$ cat src/include/rsq_pkg.sv
// shared constants and types for the rail sequencing supervisor
package rsq_pkg;
  // clock and sequencing time base
  localparam int CLK_PERIOD_PS  = 5000;      // 200 MHz system clock
  localparam int TICK_PERIOD_PS = 250000000; // 0.25 ms sequencing tick
  localparam int TICK_CYCLES    = TICK_PERIOD_PS / CLK_PERIOD_PS;
  localparam int TICKS_PER_MS   = 4;

  // fraction bits kept after decoding a linear word
  localparam int TIME_FRAC = 2;   // times in quarter ms
  localparam int CUR_FRAC  = 2;   // amps and milliohms in quarters
  localparam int RATE_FRAC = 10;  // slew rate in V/ms
  localparam int SP_FRAC   = 10;  // setpoint fraction bits below 1 mV
  localparam int SP_W      = 16 + SP_FRAC;
  localparam int CNT_W     = 24;  // decoded value and counter width
  localparam int RATE_MV_PER_TICK = 250; // 1 V/ms over a quarter ms

  // documented limits, in ms
  localparam int HOLDOFF_MIN_MS    = 136;
  localparam int HOLDOFF_MAX_MS    = 65520;
  localparam int HOLDOFF_STEP_MS   = 16;
  localparam int TURN_ON_DELAY_MAX_MS  = 83000;
  localparam int RAMP_MAX_MS       = 1300;
  localparam int TON_MAX_MAX_MS    = 8000;
  localparam int TURN_OFF_DELAY_MAX_MS = 16000;
  localparam int TOFF_WARN_MIN_MS  = 120;
  localparam int TOFF_WARN_MAX_MS  = 524000;

  // command codes
  localparam logic [7:0] CMD_CLEAR_FAULTS = 8'h03;
  localparam logic [7:0] CMD_STATUS_BYTE  = 8'h78;
  localparam logic [7:0] CMD_STATUS_WORD  = 8'h79;
  localparam logic [7:0] CMD_STATUS_VOUT  = 8'h7A;
  localparam logic [7:0] CMD_STATUS_IOUT  = 8'h7B;

  // register file indices
  localparam int N_REGS    = 11;
  localparam int R_SLEW    = 0;
  localparam int R_TON_DLY = 1;
  localparam int R_RISE    = 2;
  localparam int R_TON_MAX = 3;
  localparam int R_TOFF_DLY = 4;
  localparam int R_FALL    = 5;
  localparam int R_TOFF_WARN = 6;
  localparam int R_HOLDOFF = 7;
  localparam int R_OC_FAULT = 8;
  localparam int R_OC_WARN = 9;
  localparam int R_GAIN    = 10;
  localparam logic [7:0] CODE_OF [N_REGS] = '{8'h27, 8'h60, 8'h61,
    8'h62, 8'h64, 8'h65, 8'h66, 8'hDC, 8'h46, 8'h4A, 8'h38};
  localparam logic [15:0] RESET_OF [N_REGS] = '{16'h82BF, 16'h8000,
    16'hD200, 16'hD280, 16'h8000, 16'hD200, 16'h8000, 16'hFBE8,
    16'hDBB8, 16'hDA80, 16'hCA80};
  localparam int FRAC_OF [N_REGS] = '{RATE_FRAC, TIME_FRAC, TIME_FRAC,
    TIME_FRAC, TIME_FRAC, TIME_FRAC, TIME_FRAC, TIME_FRAC, CUR_FRAC,
    CUR_FRAC, CUR_FRAC};

  // status bit positions
  localparam int SB_OFF = 6;
  localparam int SB_IOUT_OC = 4;
  localparam int SB_VIN_UV = 3;
  localparam int SI_OC_FAULT = 7;
  localparam int SI_OC_WARN = 5;
  localparam int SV_TON_FAULT = 4;
  localparam int SV_TOFF_WARN = 3;

  // command port request
  typedef struct packed {
    logic        valid;
    logic        write;
    logic [7:0]  code;
    logic [15:0] wdata;
  } cmd_req_type;

  // sticky events, also the order of the alert mask bits
  typedef struct packed {
    logic toff_warn;
    logic ton_fault;
    logic oc_warn;
    logic oc_fault;
  } status_type;

  typedef enum logic [2:0] {
    ST_OFF, ST_ON_DELAY, ST_RISE, ST_ON, ST_OFF_DELAY, ST_FALL
  } state_type;
endpackage

$ cat src/logic/rail_seq_supervisor.sv
// rail on/off sequencing, restart hold-off and overcurrent supervision
`timescale 1ns/1ps
// What this block does
// - current above fault limit declares overcurrent fault
// - current is sense minus reference over gain
// - no overcurrent fault while ramping up or down
// - average current above warning sets warning, alert
// - no overcurrent warning while ramping up or down
// - run falling edge: hold run low, then restart
// - hold-off 136 ms to 65.52 s, 16 ms steps
// - wait turn-on delay, at most 83 s
// - rise over rise time; tiny times step
// - turn-on timeout fault unless above undervoltage
// - setpoint changes slew at the transition rate
// - divider variant ramps at transition rate too
// - wait turn-off delay, at most 16 s
// - fall linearly to zero, then disable rail
// - slow descent after fall raises warning, alert
// - zero disables turn-off check, else 120 ms-524 s
// - parameters are two-byte exponent-mantissa words
// - input undervoltage status bit reads zero
module rail_seq_supervisor #(
  parameter int TICK_CYCLES = rsq_pkg::TICK_CYCLES, // clocks per 0.25 ms
  parameter bit DIVIDER_SET = 1'b0  // divider-set variant
) (
  input  wire logic                 clk,
  input  wire logic                 reset_n,
  input  wire rsq_pkg::cmd_req_type cmd,
  output logic [15:0]               cmd_rdata,
  output logic                      cmd_rvalid,
  input  wire logic                 run_in,
  output logic                      run_out,
  output logic                      run_oe,
  input  wire logic                 operation_on,
  input  wire logic                 off_immediate,
  input  wire logic [15:0]          vout_target_mv,
  input  wire logic                 vout_above_uv,
  input  wire logic                 vout_below_eighth,
  input  wire logic [15:0]          current_sense_input,
  input  wire logic [15:0]          current_sense_reference,
  input  wire logic [15:0]          adc_avg_current,
  input  wire logic                 adc_valid,
  input  wire logic [3:0]           alert_mask,
  output logic [15:0]               setpoint_mv,
  output logic                      rail_enable,
  output logic                      alert_n
);
  localparam int CW = rsq_pkg::CNT_W;
  localparam int SW = rsq_pkg::SP_W;
  localparam int DW = $clog2(TICK_CYCLES);

  logic [15:0]        regs_r [rsq_pkg::N_REGS]; // command words
  logic [CW-1:0]      dec [rsq_pkg::N_REGS];    // decoded values
  logic [DW-1:0]      div_r;          // tick divider
  logic               tick_r;         // one pulse per 0.25 ms
  logic [2:0]         sync1_r;        // pin synchroniser, first stage
  logic [2:0]         sync2_r;        // run, above uv, below eighth
  logic               run_prev_r;     // run level one clock ago
  logic               hold_act_r;     // run pin being pulled low
  logic [CW-1:0]      hold_cnt_r;
  rsq_pkg::state_type state_r;
  rsq_pkg::state_type state_nxt;
  logic [CW-1:0]      phase_cnt_r;    // ticks since phase entry
  logic [SW-1:0]      sp_r;           // setpoint, mV with fraction
  logic [CW-1:0]      err_r;          // linear ramp accumulator
  logic               ton_arm_r;
  logic [CW-1:0]      ton_cnt_r;
  logic               toff_arm_r;
  logic [CW-1:0]      toff_cnt_r;
  rsq_pkg::status_type sticky_r;      // latched events
  rsq_pkg::status_type ev_set;
  rsq_pkg::status_type ev_clr;
  logic               rail_en_r;
  logic               alert_n_r;
  logic               run_out_r;
  logic [15:0]        rdata_r;
  logic               rvalid_r;

  // each parameter word decodes from its exponent-mantissa form
  genvar gi;
  generate
    for (gi = 0; gi < rsq_pkg::N_REGS; gi++) begin : g_dec
      linear_decode #(
        .FRAC  (rsq_pkg::FRAC_OF[gi]),
        .OUT_W (CW)
      ) u_dec (
        .word  (regs_r[gi]),
        .value (dec[gi])
      );
    end
  endgenerate

  // parameter words, written whole as two data bytes
  always_ff @(posedge clk) begin
    for (int i = 0; i < rsq_pkg::N_REGS; i++) begin
      if (!reset_n) begin
        regs_r[i] <= rsq_pkg::RESET_OF[i];
      end else if (cmd.valid && cmd.write &&
                   cmd.code == rsq_pkg::CODE_OF[i]) begin
        regs_r[i] <= cmd.wdata;
      end
    end
  end

  // clamp a decoded time into its valid window
  function automatic logic [CW-1:0] clamp(input logic [CW-1:0] v,
                                          input int lo_ms,
                                          input int hi_ms);
    logic [CW-1:0] lo;
    logic [CW-1:0] hi;
    lo = CW'(lo_ms * rsq_pkg::TICKS_PER_MS);
    hi = CW'(hi_ms * rsq_pkg::TICKS_PER_MS);
    return (v < lo) ? lo : ((v > hi) ? hi : v);
  endfunction

  // effective times in ticks
  logic [CW-1:0] hold_q;
  logic [CW-1:0] ton_dly_q;
  logic [CW-1:0] rise_q;
  logic [CW-1:0] ton_max_q;
  logic [CW-1:0] toff_dly_q;
  logic [CW-1:0] fall_q;
  logic [CW-1:0] toff_warn_q;
  logic [CW-1:0] ramp_q;
  logic [SW-1:0] step_q;        // slew per tick
  logic [SW-1:0] target_q;
  logic [SW-1:0] goal_q;
  always_comb begin
    hold_q = dec[rsq_pkg::R_HOLDOFF] & ~CW'(rsq_pkg::HOLDOFF_STEP_MS *
             rsq_pkg::TICKS_PER_MS - 1);
    hold_q = clamp(hold_q, rsq_pkg::HOLDOFF_MIN_MS,
                   rsq_pkg::HOLDOFF_MAX_MS);
    ton_dly_q = clamp(dec[rsq_pkg::R_TON_DLY], 0,
                      rsq_pkg::TURN_ON_DELAY_MAX_MS);
    rise_q = clamp(dec[rsq_pkg::R_RISE], 0,
                   rsq_pkg::RAMP_MAX_MS);
    ton_max_q = clamp(dec[rsq_pkg::R_TON_MAX], 0,
                      rsq_pkg::TON_MAX_MAX_MS);
    toff_dly_q = clamp(dec[rsq_pkg::R_TOFF_DLY], 0,
                       rsq_pkg::TURN_OFF_DELAY_MAX_MS);
    fall_q = clamp(dec[rsq_pkg::R_FALL], 0,
                   rsq_pkg::RAMP_MAX_MS);
    // zero stays zero: it switches the check off
    toff_warn_q = (dec[rsq_pkg::R_TOFF_WARN] == '0) ? '0 :
                  clamp(dec[rsq_pkg::R_TOFF_WARN],
                        rsq_pkg::TOFF_WARN_MIN_MS,
                        rsq_pkg::TOFF_WARN_MAX_MS);
    ramp_q = (state_r == rsq_pkg::ST_FALL) ? fall_q : rise_q;
    step_q = SW'(dec[rsq_pkg::R_SLEW] * rsq_pkg::RATE_MV_PER_TICK);
    target_q = {vout_target_mv, rsq_pkg::SP_FRAC'(0)};
    goal_q = (state_r == rsq_pkg::ST_FALL) ? '0 : target_q;
  end

  // shared quarter-ms time base for every delay and timeout
  always_ff @(posedge clk) begin
    if (!reset_n) begin
      div_r  <= '0;
      tick_r <= 1'b0;
    end else if (div_r == DW'(TICK_CYCLES - 1)) begin
      div_r  <= '0;
      tick_r <= 1'b1;
    end else begin
      div_r  <= div_r + 1'b1;
      tick_r <= 1'b0;
    end
  end

  // pins and analog comparators cross in through two flops
  always_ff @(posedge clk) begin
    if (!reset_n) begin
      sync1_r    <= 3'h0;
      sync2_r    <= 3'h0;
      run_prev_r <= 1'b0;
    end else begin
      sync1_r    <= {vout_below_eighth, vout_above_uv, run_in};
      sync2_r    <= sync1_r;
      run_prev_r <= sync2_r[0];
    end
  end

  // hold-off: a run falling edge pulls the pin low for the delay
  always_ff @(posedge clk) begin
    if (!reset_n) begin
      hold_act_r <= 1'b0;
      hold_cnt_r <= '0;
    end else if (run_prev_r && !sync2_r[0]) begin
      hold_act_r <= 1'b1;
      hold_cnt_r <= '0;
    end else if (hold_act_r && tick_r) begin
      hold_cnt_r <= hold_cnt_r + 1'b1;
      if (hold_cnt_r + 1'b1 >= hold_q) begin
        hold_act_r <= 1'b0;
      end
    end
  end

  // ramp end: slew variant reaches its goal, else the time runs out
  logic start_req;
  logic ramping;
  logic ramp_done;
  always_comb begin
    start_req = sync2_r[0] && operation_on && !hold_act_r;
    ramping = (state_r == rsq_pkg::ST_RISE) ||
              (state_r == rsq_pkg::ST_FALL);
    if (DIVIDER_SET) begin
      ramp_done = ramping && (sp_r == goal_q);
    end else begin
      ramp_done = ramping && (ramp_q == '0 ||
                              phase_cnt_r >= ramp_q);
    end
  end

  // sequencing phases
  always_comb begin
    state_nxt = state_r;
    unique case (state_r)
      rsq_pkg::ST_OFF: begin
        if (start_req) state_nxt = rsq_pkg::ST_ON_DELAY;
      end
      rsq_pkg::ST_ON_DELAY: begin
        if (!start_req) begin
          state_nxt = rsq_pkg::ST_OFF;
        end else if (phase_cnt_r >= ton_dly_q) begin
          state_nxt = rsq_pkg::ST_RISE;
        end
      end
      rsq_pkg::ST_RISE, rsq_pkg::ST_ON: begin
        if (!start_req) begin
          state_nxt = off_immediate ? rsq_pkg::ST_OFF :
                                      rsq_pkg::ST_OFF_DELAY;
        end else if (ramp_done) begin
          state_nxt = rsq_pkg::ST_ON;
        end
      end
      rsq_pkg::ST_OFF_DELAY: begin
        if (off_immediate) begin
          state_nxt = rsq_pkg::ST_OFF;
        end else if (phase_cnt_r >= toff_dly_q) begin
          state_nxt = rsq_pkg::ST_FALL;
        end
      end
      rsq_pkg::ST_FALL: begin
        if (off_immediate || ramp_done) begin
          state_nxt = rsq_pkg::ST_OFF;
        end
      end
    endcase
  end

  // state register and the per-phase tick counter
  always_ff @(posedge clk) begin
    if (!reset_n) begin
      state_r     <= rsq_pkg::ST_OFF;
      phase_cnt_r <= '0;
    end else begin
      state_r <= state_nxt;
      if (state_nxt != state_r) begin
        phase_cnt_r <= '0;
      end else if (tick_r && phase_cnt_r != '1) begin
        phase_cnt_r <= phase_cnt_r + 1'b1;
      end
    end
  end

  // setpoint: slews in regulation, linear or slewed on ramps
  always_ff @(posedge clk) begin
    if (!reset_n) begin
      sp_r  <= '0;
      err_r <= '0;
    end else if (state_r == rsq_pkg::ST_OFF ||
                 state_r == rsq_pkg::ST_ON_DELAY) begin
      sp_r  <= '0;
      err_r <= '0;
    end else if (ramp_done) begin
      // ramp ends exactly on its goal; short ramps are one step
      sp_r  <= goal_q;
      err_r <= '0;
    end else if (state_r == rsq_pkg::ST_ON ||
                 (DIVIDER_SET && ramping)) begin
      if (tick_r && sp_r < goal_q) begin
        sp_r <= (goal_q - sp_r > step_q) ? sp_r + step_q
                                         : goal_q;
      end else if (tick_r && sp_r > goal_q) begin
        sp_r <= (sp_r - goal_q > step_q) ? sp_r - step_q
                                         : goal_q;
      end
    end else if (ramping) begin
      // spread target millivolts evenly over the ramp ticks
      if (tick_r) begin
        err_r <= err_r + CW'(vout_target_mv);
      end else if (err_r >= ramp_q) begin
        err_r <= err_r - ramp_q;
        if (state_r == rsq_pkg::ST_RISE && sp_r < target_q) begin
          sp_r <= sp_r + SW'(1 << rsq_pkg::SP_FRAC);
        end else if (state_r == rsq_pkg::ST_FALL &&
                     sp_r >= SW'(1 << rsq_pkg::SP_FRAC)) begin
          sp_r <= sp_r - SW'(1 << rsq_pkg::SP_FRAC);
        end
      end
    end
  end

  // turn-on timeout, timed from the start of the rise
  logic ton_hit;
  logic toff_hit;
  assign ton_hit  = ton_arm_r && !sync2_r[1] && ton_cnt_r >= ton_max_q;
  assign toff_hit = toff_arm_r && !sync2_r[2] &&
                    toff_cnt_r >= toff_warn_q;
  always_ff @(posedge clk) begin
    if (!reset_n) begin
      ton_arm_r <= 1'b0;
      ton_cnt_r <= '0;
    end else if (state_r != rsq_pkg::ST_RISE &&
                 state_nxt == rsq_pkg::ST_RISE) begin
      ton_arm_r <= (ton_max_q != '0);
      ton_cnt_r <= '0;
    end else if (sync2_r[1] || ton_hit ||
                 (state_r != rsq_pkg::ST_RISE &&
                  state_r != rsq_pkg::ST_ON)) begin
      ton_arm_r <= 1'b0;
    end else if (ton_arm_r && tick_r) begin
      ton_cnt_r <= ton_cnt_r + 1'b1;
    end
  end

  // turn-off descent check, armed when a normal fall ends
  always_ff @(posedge clk) begin
    if (!reset_n) begin
      toff_arm_r <= 1'b0;
      toff_cnt_r <= '0;
    end else if (state_r == rsq_pkg::ST_FALL &&
                 state_nxt == rsq_pkg::ST_OFF && !off_immediate) begin
      toff_arm_r <= (toff_warn_q != '0);
      toff_cnt_r <= '0;
    end else if (sync2_r[2] || toff_hit ||
                 state_r != rsq_pkg::ST_OFF) begin
      toff_arm_r <= 1'b0;
    end else if (toff_arm_r && tick_r) begin
      toff_cnt_r <= toff_cnt_r + 1'b1;
    end
  end

  // overcurrent compare: sense minus reference against limit x gain
  logic signed [16:0] sense_diff;
  logic [47:0]        sense_lhs;
  logic [47:0]        limit_rhs;
  always_comb begin
    sense_diff = $signed({1'b0, current_sense_input}) -
                 $signed({1'b0, current_sense_reference});
    sense_lhs  = 48'(sense_diff[15:0]) << (2 * rsq_pkg::CUR_FRAC);
    limit_rhs  = 48'(dec[rsq_pkg::R_OC_FAULT]) *
                 48'(dec[rsq_pkg::R_GAIN]);
    ev_set.oc_fault = state_r == rsq_pkg::ST_ON && !sense_diff[16] &&
                      sense_lhs > limit_rhs;
    ev_set.oc_warn  = state_r == rsq_pkg::ST_ON && adc_valid &&
                      CW'(adc_avg_current) >
                      dec[rsq_pkg::R_OC_WARN];
    ev_set.ton_fault = ton_hit;
    ev_set.toff_warn = toff_hit;
  end

  // clears: the fault-clear command, or writing ones to a status byte
  logic wr;
  always_comb begin
    wr = cmd.valid && cmd.write;
    ev_clr = '0;
    if (wr && cmd.code == rsq_pkg::CMD_CLEAR_FAULTS) begin
      ev_clr = '1;
    end
    if (wr && cmd.code == rsq_pkg::CMD_STATUS_IOUT) begin
      ev_clr.oc_fault = cmd.wdata[rsq_pkg::SI_OC_FAULT];
      ev_clr.oc_warn  = cmd.wdata[rsq_pkg::SI_OC_WARN];
    end
    if (wr && cmd.code == rsq_pkg::CMD_STATUS_VOUT) begin
      ev_clr.ton_fault = cmd.wdata[rsq_pkg::SV_TON_FAULT];
      ev_clr.toff_warn = cmd.wdata[rsq_pkg::SV_TOFF_WARN];
    end
  end

  // sticky events; a new event in the clearing cycle survives
  always_ff @(posedge clk) begin
    if (!reset_n) begin
      sticky_r <= '0;
    end else begin
      sticky_r <= (sticky_r & ~ev_clr) | ev_set;
    end
  end

  // status read-back
  logic [7:0]  st_byte;
  logic [15:0] rd_word;
  always_comb begin
    st_byte = 8'h00;
    st_byte[rsq_pkg::SB_OFF] = (state_r == rsq_pkg::ST_OFF ||
                                state_r == rsq_pkg::ST_ON_DELAY);
    st_byte[rsq_pkg::SB_IOUT_OC] = sticky_r.oc_fault;
    st_byte[rsq_pkg::SB_VIN_UV]  = 1'b0;
    rd_word = 16'h0000; // unknown codes read zero
    for (int i = 0; i < rsq_pkg::N_REGS; i++) begin
      if (cmd.code == rsq_pkg::CODE_OF[i]) rd_word = regs_r[i];
    end
    unique case (cmd.code)
      rsq_pkg::CMD_STATUS_BYTE: rd_word = {8'h00, st_byte};
      rsq_pkg::CMD_STATUS_WORD: begin
        rd_word = {sticky_r.ton_fault | sticky_r.toff_warn,
                   sticky_r.oc_fault | sticky_r.oc_warn,
                   6'h00, st_byte};
      end
      rsq_pkg::CMD_STATUS_VOUT: begin
        rd_word[rsq_pkg::SV_TON_FAULT] = sticky_r.ton_fault;
        rd_word[rsq_pkg::SV_TOFF_WARN] = sticky_r.toff_warn;
      end
      rsq_pkg::CMD_STATUS_IOUT: begin
        rd_word[rsq_pkg::SI_OC_FAULT] = sticky_r.oc_fault;
        rd_word[rsq_pkg::SI_OC_WARN]  = sticky_r.oc_warn;
      end
      default: ;
    endcase
  end

  // registered outputs: read answer, rail enable, alert, run pin
  always_ff @(posedge clk) begin
    if (!reset_n) begin
      rdata_r   <= 16'h0000;
      rvalid_r  <= 1'b0;
      rail_en_r <= 1'b0;
      alert_n_r <= 1'b1;
      run_out_r <= 1'b0;
    end else begin
      rvalid_r  <= cmd.valid && !cmd.write;
      if (cmd.valid && !cmd.write) rdata_r <= rd_word;
      rail_en_r <= state_nxt != rsq_pkg::ST_OFF &&
                   state_nxt != rsq_pkg::ST_ON_DELAY;
      alert_n_r <= ~|(sticky_r & ~alert_mask);
      run_out_r <= 1'b0; // the pin is only ever pulled low
    end
  end

  assign cmd_rdata   = rdata_r;
  assign cmd_rvalid  = rvalid_r;
  assign run_out     = run_out_r;
  assign run_oe      = hold_act_r;
  assign setpoint_mv = sp_r[SW-1:rsq_pkg::SP_FRAC];
  assign rail_enable = rail_en_r;
  assign alert_n     = alert_n_r;
endmodule

$ cat src/logic/linear_decode.sv
// exponent-mantissa word to a saturating unsigned fixed-point value
`timescale 1ns/1ps
module linear_decode #(
  parameter int FRAC  = 2,  // fraction bits kept in the result
  parameter int OUT_W = 24  // result width
) (
  input  wire logic [15:0]      word,
  output logic      [OUT_W-1:0] value
);
  logic signed [5:0]  shift;  // exponent plus kept fraction bits
  logic        [10:0] mant;   // negative mantissa counts as zero
  logic        [63:0] wide;   // unsaturated result

  // shift the mantissa, then saturate into the output width
  always_comb begin
    shift = $signed({word[15], word[15:11]}) + 6'(FRAC);
    mant  = word[10] ? 11'h000 : word[10:0];
    if (shift >= 0) begin
      wide = 64'(mant) << shift;
    end else begin
      wide = 64'(mant) >> 6'(-shift);
    end
    value = (|wide[63:OUT_W]) ? {OUT_W{1'b1}} : wide[OUT_W-1:0];
  end
endmodule

$ cat config.mk
export PLATFORM = sky130hd
export DESIGN_NAME = rail_seq_supervisor
export DESIGN_NICKNAME = d
export VERILOG_FILES = /design/src/include/rsq_pkg.sv /design/src/logic/rail_seq_supervisor.sv /design/src/logic/linear_decode.sv
export SDC_FILE = /design/constraint.sdc
export NUM_CORES = 2
export LEC_CHECK = 0
export BUFFER_PORTS_ARGS = -buffer_cell sky130_fd_sc_hd__buf_2
export CAP_MARGIN = 40
export CORE_MARGIN = 2
export CORE_UTILIZATION = 39
export CTS_BUF_LIST = sky130_fd_sc_hd__clkbuf_2
export DETAILED_ROUTE_END_ITERATION = 8
export PLACE_DENSITY = 0.67
export SYNTH_ARGS = -nofsm -noshare
export SYNTH_HDL_FRONTEND = slang
export SYNTH_SLANG_ARGS = --single-unit
export TNS_END_PERCENT = 10
$ cat constraint.sdc
create_clock -name clk -period 10.02 [get_ports clk]
set_input_delay 2.004 -clock clk [delete_from_list [all_inputs] [get_ports clk]]
set_output_delay 2.004 -clock clk [all_outputs]
set_load 0.03 [all_outputs]
==> run metrics <==
Port Buffers=137; htree depth=3; total CTS buffers=107; mux contribution to synthesized area=0.0451; Yosys cell types=108; Initial Util=0.392; setup ws final=-0.245 ns; num ports=139; Setup crit end kind=flop; CP startpoint=regs_r[8][12]$_SDFFCE_PN1P_; Worst Path Required=~11 ns; full die area=175,000 µm²; post-synthesis simple-gate area fraction=0.217; Synth Area in XOR/XNOR=0.0428; Hold Slack=0.441 ns; Setup Crit Path Kind=flop to flop; Final ANT Viol Nets=0; dpl hpwl=191 mm; core region area=171,000 µm²; most frequent cells after synthesis=1,018 x inv_1, 995 x nand2_1, 702 x nor2_1, 630 x ha_1, 563 x fa_1; Die Wd=419 µm; failing checks=setup timing; peak fanout along the critical path=13; Max Clk Rate=97.4 MHz; Seq/Total Area, Yosys=0.138; CTS hold repair buffers=0; first-pass GRT wire length=between 300 and 400 mm; Final GP Congestion=0.985; Post-Syn Instances=8,522; Area Overhead vs Synth=16.1%; chip height=419 µm; clk buf depth=3; global route overflow=0; clock slew at reported path FFs=0.09 ns; final worst-path cycle share=1.02; post-place setup slack=-0.591 ns; post-synthesis adder-cell area fraction=0.286; post-synth top area cell=fa_1; Root Buffer=clkbuf_2; number of global-route vias before repair=~64,000; RR Startpoint=regs_r[8][12]$_SDFFCE_PN1P_; largest net degree at the start of global routing=between 50 and 60; RSZ-0062 raised after global routing=yes; initial antenna violation count=18; worst r2r path cells=38; Setup crit end=st_byte[4]$_SDFF_PN0_; clk sink count=374; CP bufs+invs=8; WP data arrival=roughly 12 ns; drt total wl=235 mm; Filler Cell Count=17,000; top post-synthesis cells by area=fa_1 17%, ha_1 12%, edfxtp_1 7.9%; Top cell by count, worst path=fa_1; drc violations=0; r2r endpoint=st_byte[4]$_SDFF_PN0_; clock latency on the worst-skew pair=1.46 ns; pwr dens=332 nW/µm²; Seq cells post-synth=374; Final Net Count=between 10,000 and 15,000; Leakage=between 30 and 40 nW; largest family of logic cells by synthesized area=adder cells; mapped cell area=roughly 67,000 µm²; Final Critical Period=10.26 ns; Hold Path Class=flop to flop; most used flip-flop cell after synthesis=dfxtp_1; Max-cap violations=0; critical path's largest stage delay=0.57 ns; Synth Area in Compound Gates=0.187; post-DR vias/cell=5.68; Post-synth EDFFs=176; Syn Area/Cell=7.86 µm²; peak supply drop=around 0.91 mV; Tightest Pin Transition=approximately 1.0 ns; area of the multi-input gates=53,300 µm²; Overall Power=roughly 26 mW; CP max-delay cell=o41a_1; Setup Skew=0.140 ns; outcome=finished with violations; first-pass detailed-route iteration total=8; GRT Overall Usage=0.261; Vias=65,600; final setup violation count=1; Critical Path Stages=38; Worst setup SP type=flop; Slew headroom=0.327; final hold viol count=0; FFs w/ async S/R, synth=0; FF/Latch Area=9250 µm²; Yosys top cell area share=0.168; Core Rows=152; crit-path leading delay family=adder cells; FF-to-FF setup slack=-0.24 ns; initial DRC count=6,672; share of layout cells above drive strength 1=0.165; CTS tree=done; YS warnings=0; Wirelength per Cell=between 20 and 25 µm; fin. max-slew vios=0; cell with the most instances after synthesis=inv_1
-- worst min-delay path by stage --
stage,from,endpoint,slack [ns],cells after the start
3_3_place_gp,sync1_r[0]$_SDFF_PN0_,sync2_r[0]$_SDFF_PN0_,0.42,1
3_5_place_dp,sync1_r[0]$_SDFF_PN0_,sync2_r[0]$_SDFF_PN0_,0.42,1
5_1_grt,sync1_r[2]$_SDFF_PN0_,sync2_r[2]$_SDFF_PN0_,0.45,1
2_1_floorplan,sync1_r[0]$_SDFF_PN0_,sync2_r[0]$_SDFF_PN0_,0.41,1
6_report,sync1_r[2]$_SDFF_PN0_,sync2_r[2]$_SDFF_PN0_,0.44,1
4_1_cts,sync1_r[2]$_SDFF_PN0_,sync2_r[2]$_SDFF_PN0_,0.44,1
-- area by class of cell --
type,count,area share
multi-input combinational,6731,0.685
sequential,374,0.119
timing repair buffer,972,0.0953
tap,2233,0.0359
inverter,1030,0.0498
clock inverter,50,0.00492
antenna,15,0.000482
clock buffer,150,0.00965
-- cells in the final DEF, fill, tap and decap left out, types with 135 or more instances in the layout --
cell      synthesis  routed
xnor2_1         190     188
nor3_1          162     159
inv_1          1018     995
a21oi_1         512     487
and2_1          270     269
fa_1            563     559
nor2_1          702     695
clkbuf_2          0     150
dfxtp_1         198     197
buf_4            19     774
mux2i_1         141     135
nand2b_1        149     145
o21ai_0         337     311
nand2_1         995     978
buf_2            25     142
edfxtp_1        176     176
nand3_1         184     179
ha_1            630     608
-- flip-flops by register name, indices dropped and copies added, names as in the netlist, 3 cells and up --
name         cells
regs_r         176
toff_cnt_r      24
sync2_r          3
phase_cnt_r     24
state_r          3
sticky_r         3
cmd_rdata       16
div_r           16
err_r           24
sync1_r          3
hold_cnt_r      24
ton_cnt_r       24
sp_r            25
-- worst reg2reg max path, delay by kind of cell (launching register included) --
family,cells,cell delay (ns)
buf+inv,8,0.85
fa+ha+maj,9,4.08
mux,2,0.73
flops,1,0.44
compound gates,12,3.04
simple gates,7,1.02
-- metrics by stage --
| stage | utilization | area, µm² | instances | setup TNS (ns) |
|---|---|---|---|---|
| detailed placement | 0.439 | 75100 | 11300 | -7.52 |
| floorplan | - | 67300 | 8574 | -0.00129 |
| CTS | 0.451 | 77200 | 11500 | -0.115 |
| global route | 0.455 | 77800 | 11600 | -0.928 |
| global placement | 0.438 | 74900 | 11300 | -3.55 |
| finish | 0.455 | 77800 | 11600 | -0.245 |
-- repair_timing --
| item | 4_1_cts | 5_1_grt |
|---|---|---|
| gates resized for setup | 164 | 98 |
| setup endpoints to repair | 24 | 26 |
| cloned | 2 | 0 |
| pin swaps | 139 | 67 |
| buffers inserted | 38 | 24 |
| endpoints found under the hold margin | 0 | 0 |
-- where the power goes --
group / leakage [nW] / switching [mW] / total, mW / internal, mW
Clock: 0.821 / 0.797 / 1.36 / 0.559
Combinational: 31.4 / 12.2 / 22.8 / 10.5
Sequential: 3.30 / 0.0986 / 1.74 / 1.64
-- cell families (layout without fill, tap and decap cells) --
group	count (synthesis)	after routing
multiplexers	239	239
AO/OA/AOI/OAI	1885	1885
flip-flops	374	374
XOR/XNOR	326	326
adder cells (fa/ha/maj)	1194	1194
other	2	69
AND/OR/NAND/NOR	3033	3033
buffers and inverters	1469	2202
-- routing by layer --
layer | track usage | vias to the layer above | wire length [µm] | share of wire
met5 | 0 | - | 77 | 0.00033
met4 | 0.108 | 12 | 10300 | 0.044
met3 | 0.0466 | 491 | 19600 | 0.083
met2 | 0.410 | 2761 | 104000 | 0.44
met1 | 0.353 | 31600 | 101000 | 0.43
li1 | - | 30800 | - | -
Note: power is estimated with default switching activity, not from simulation.
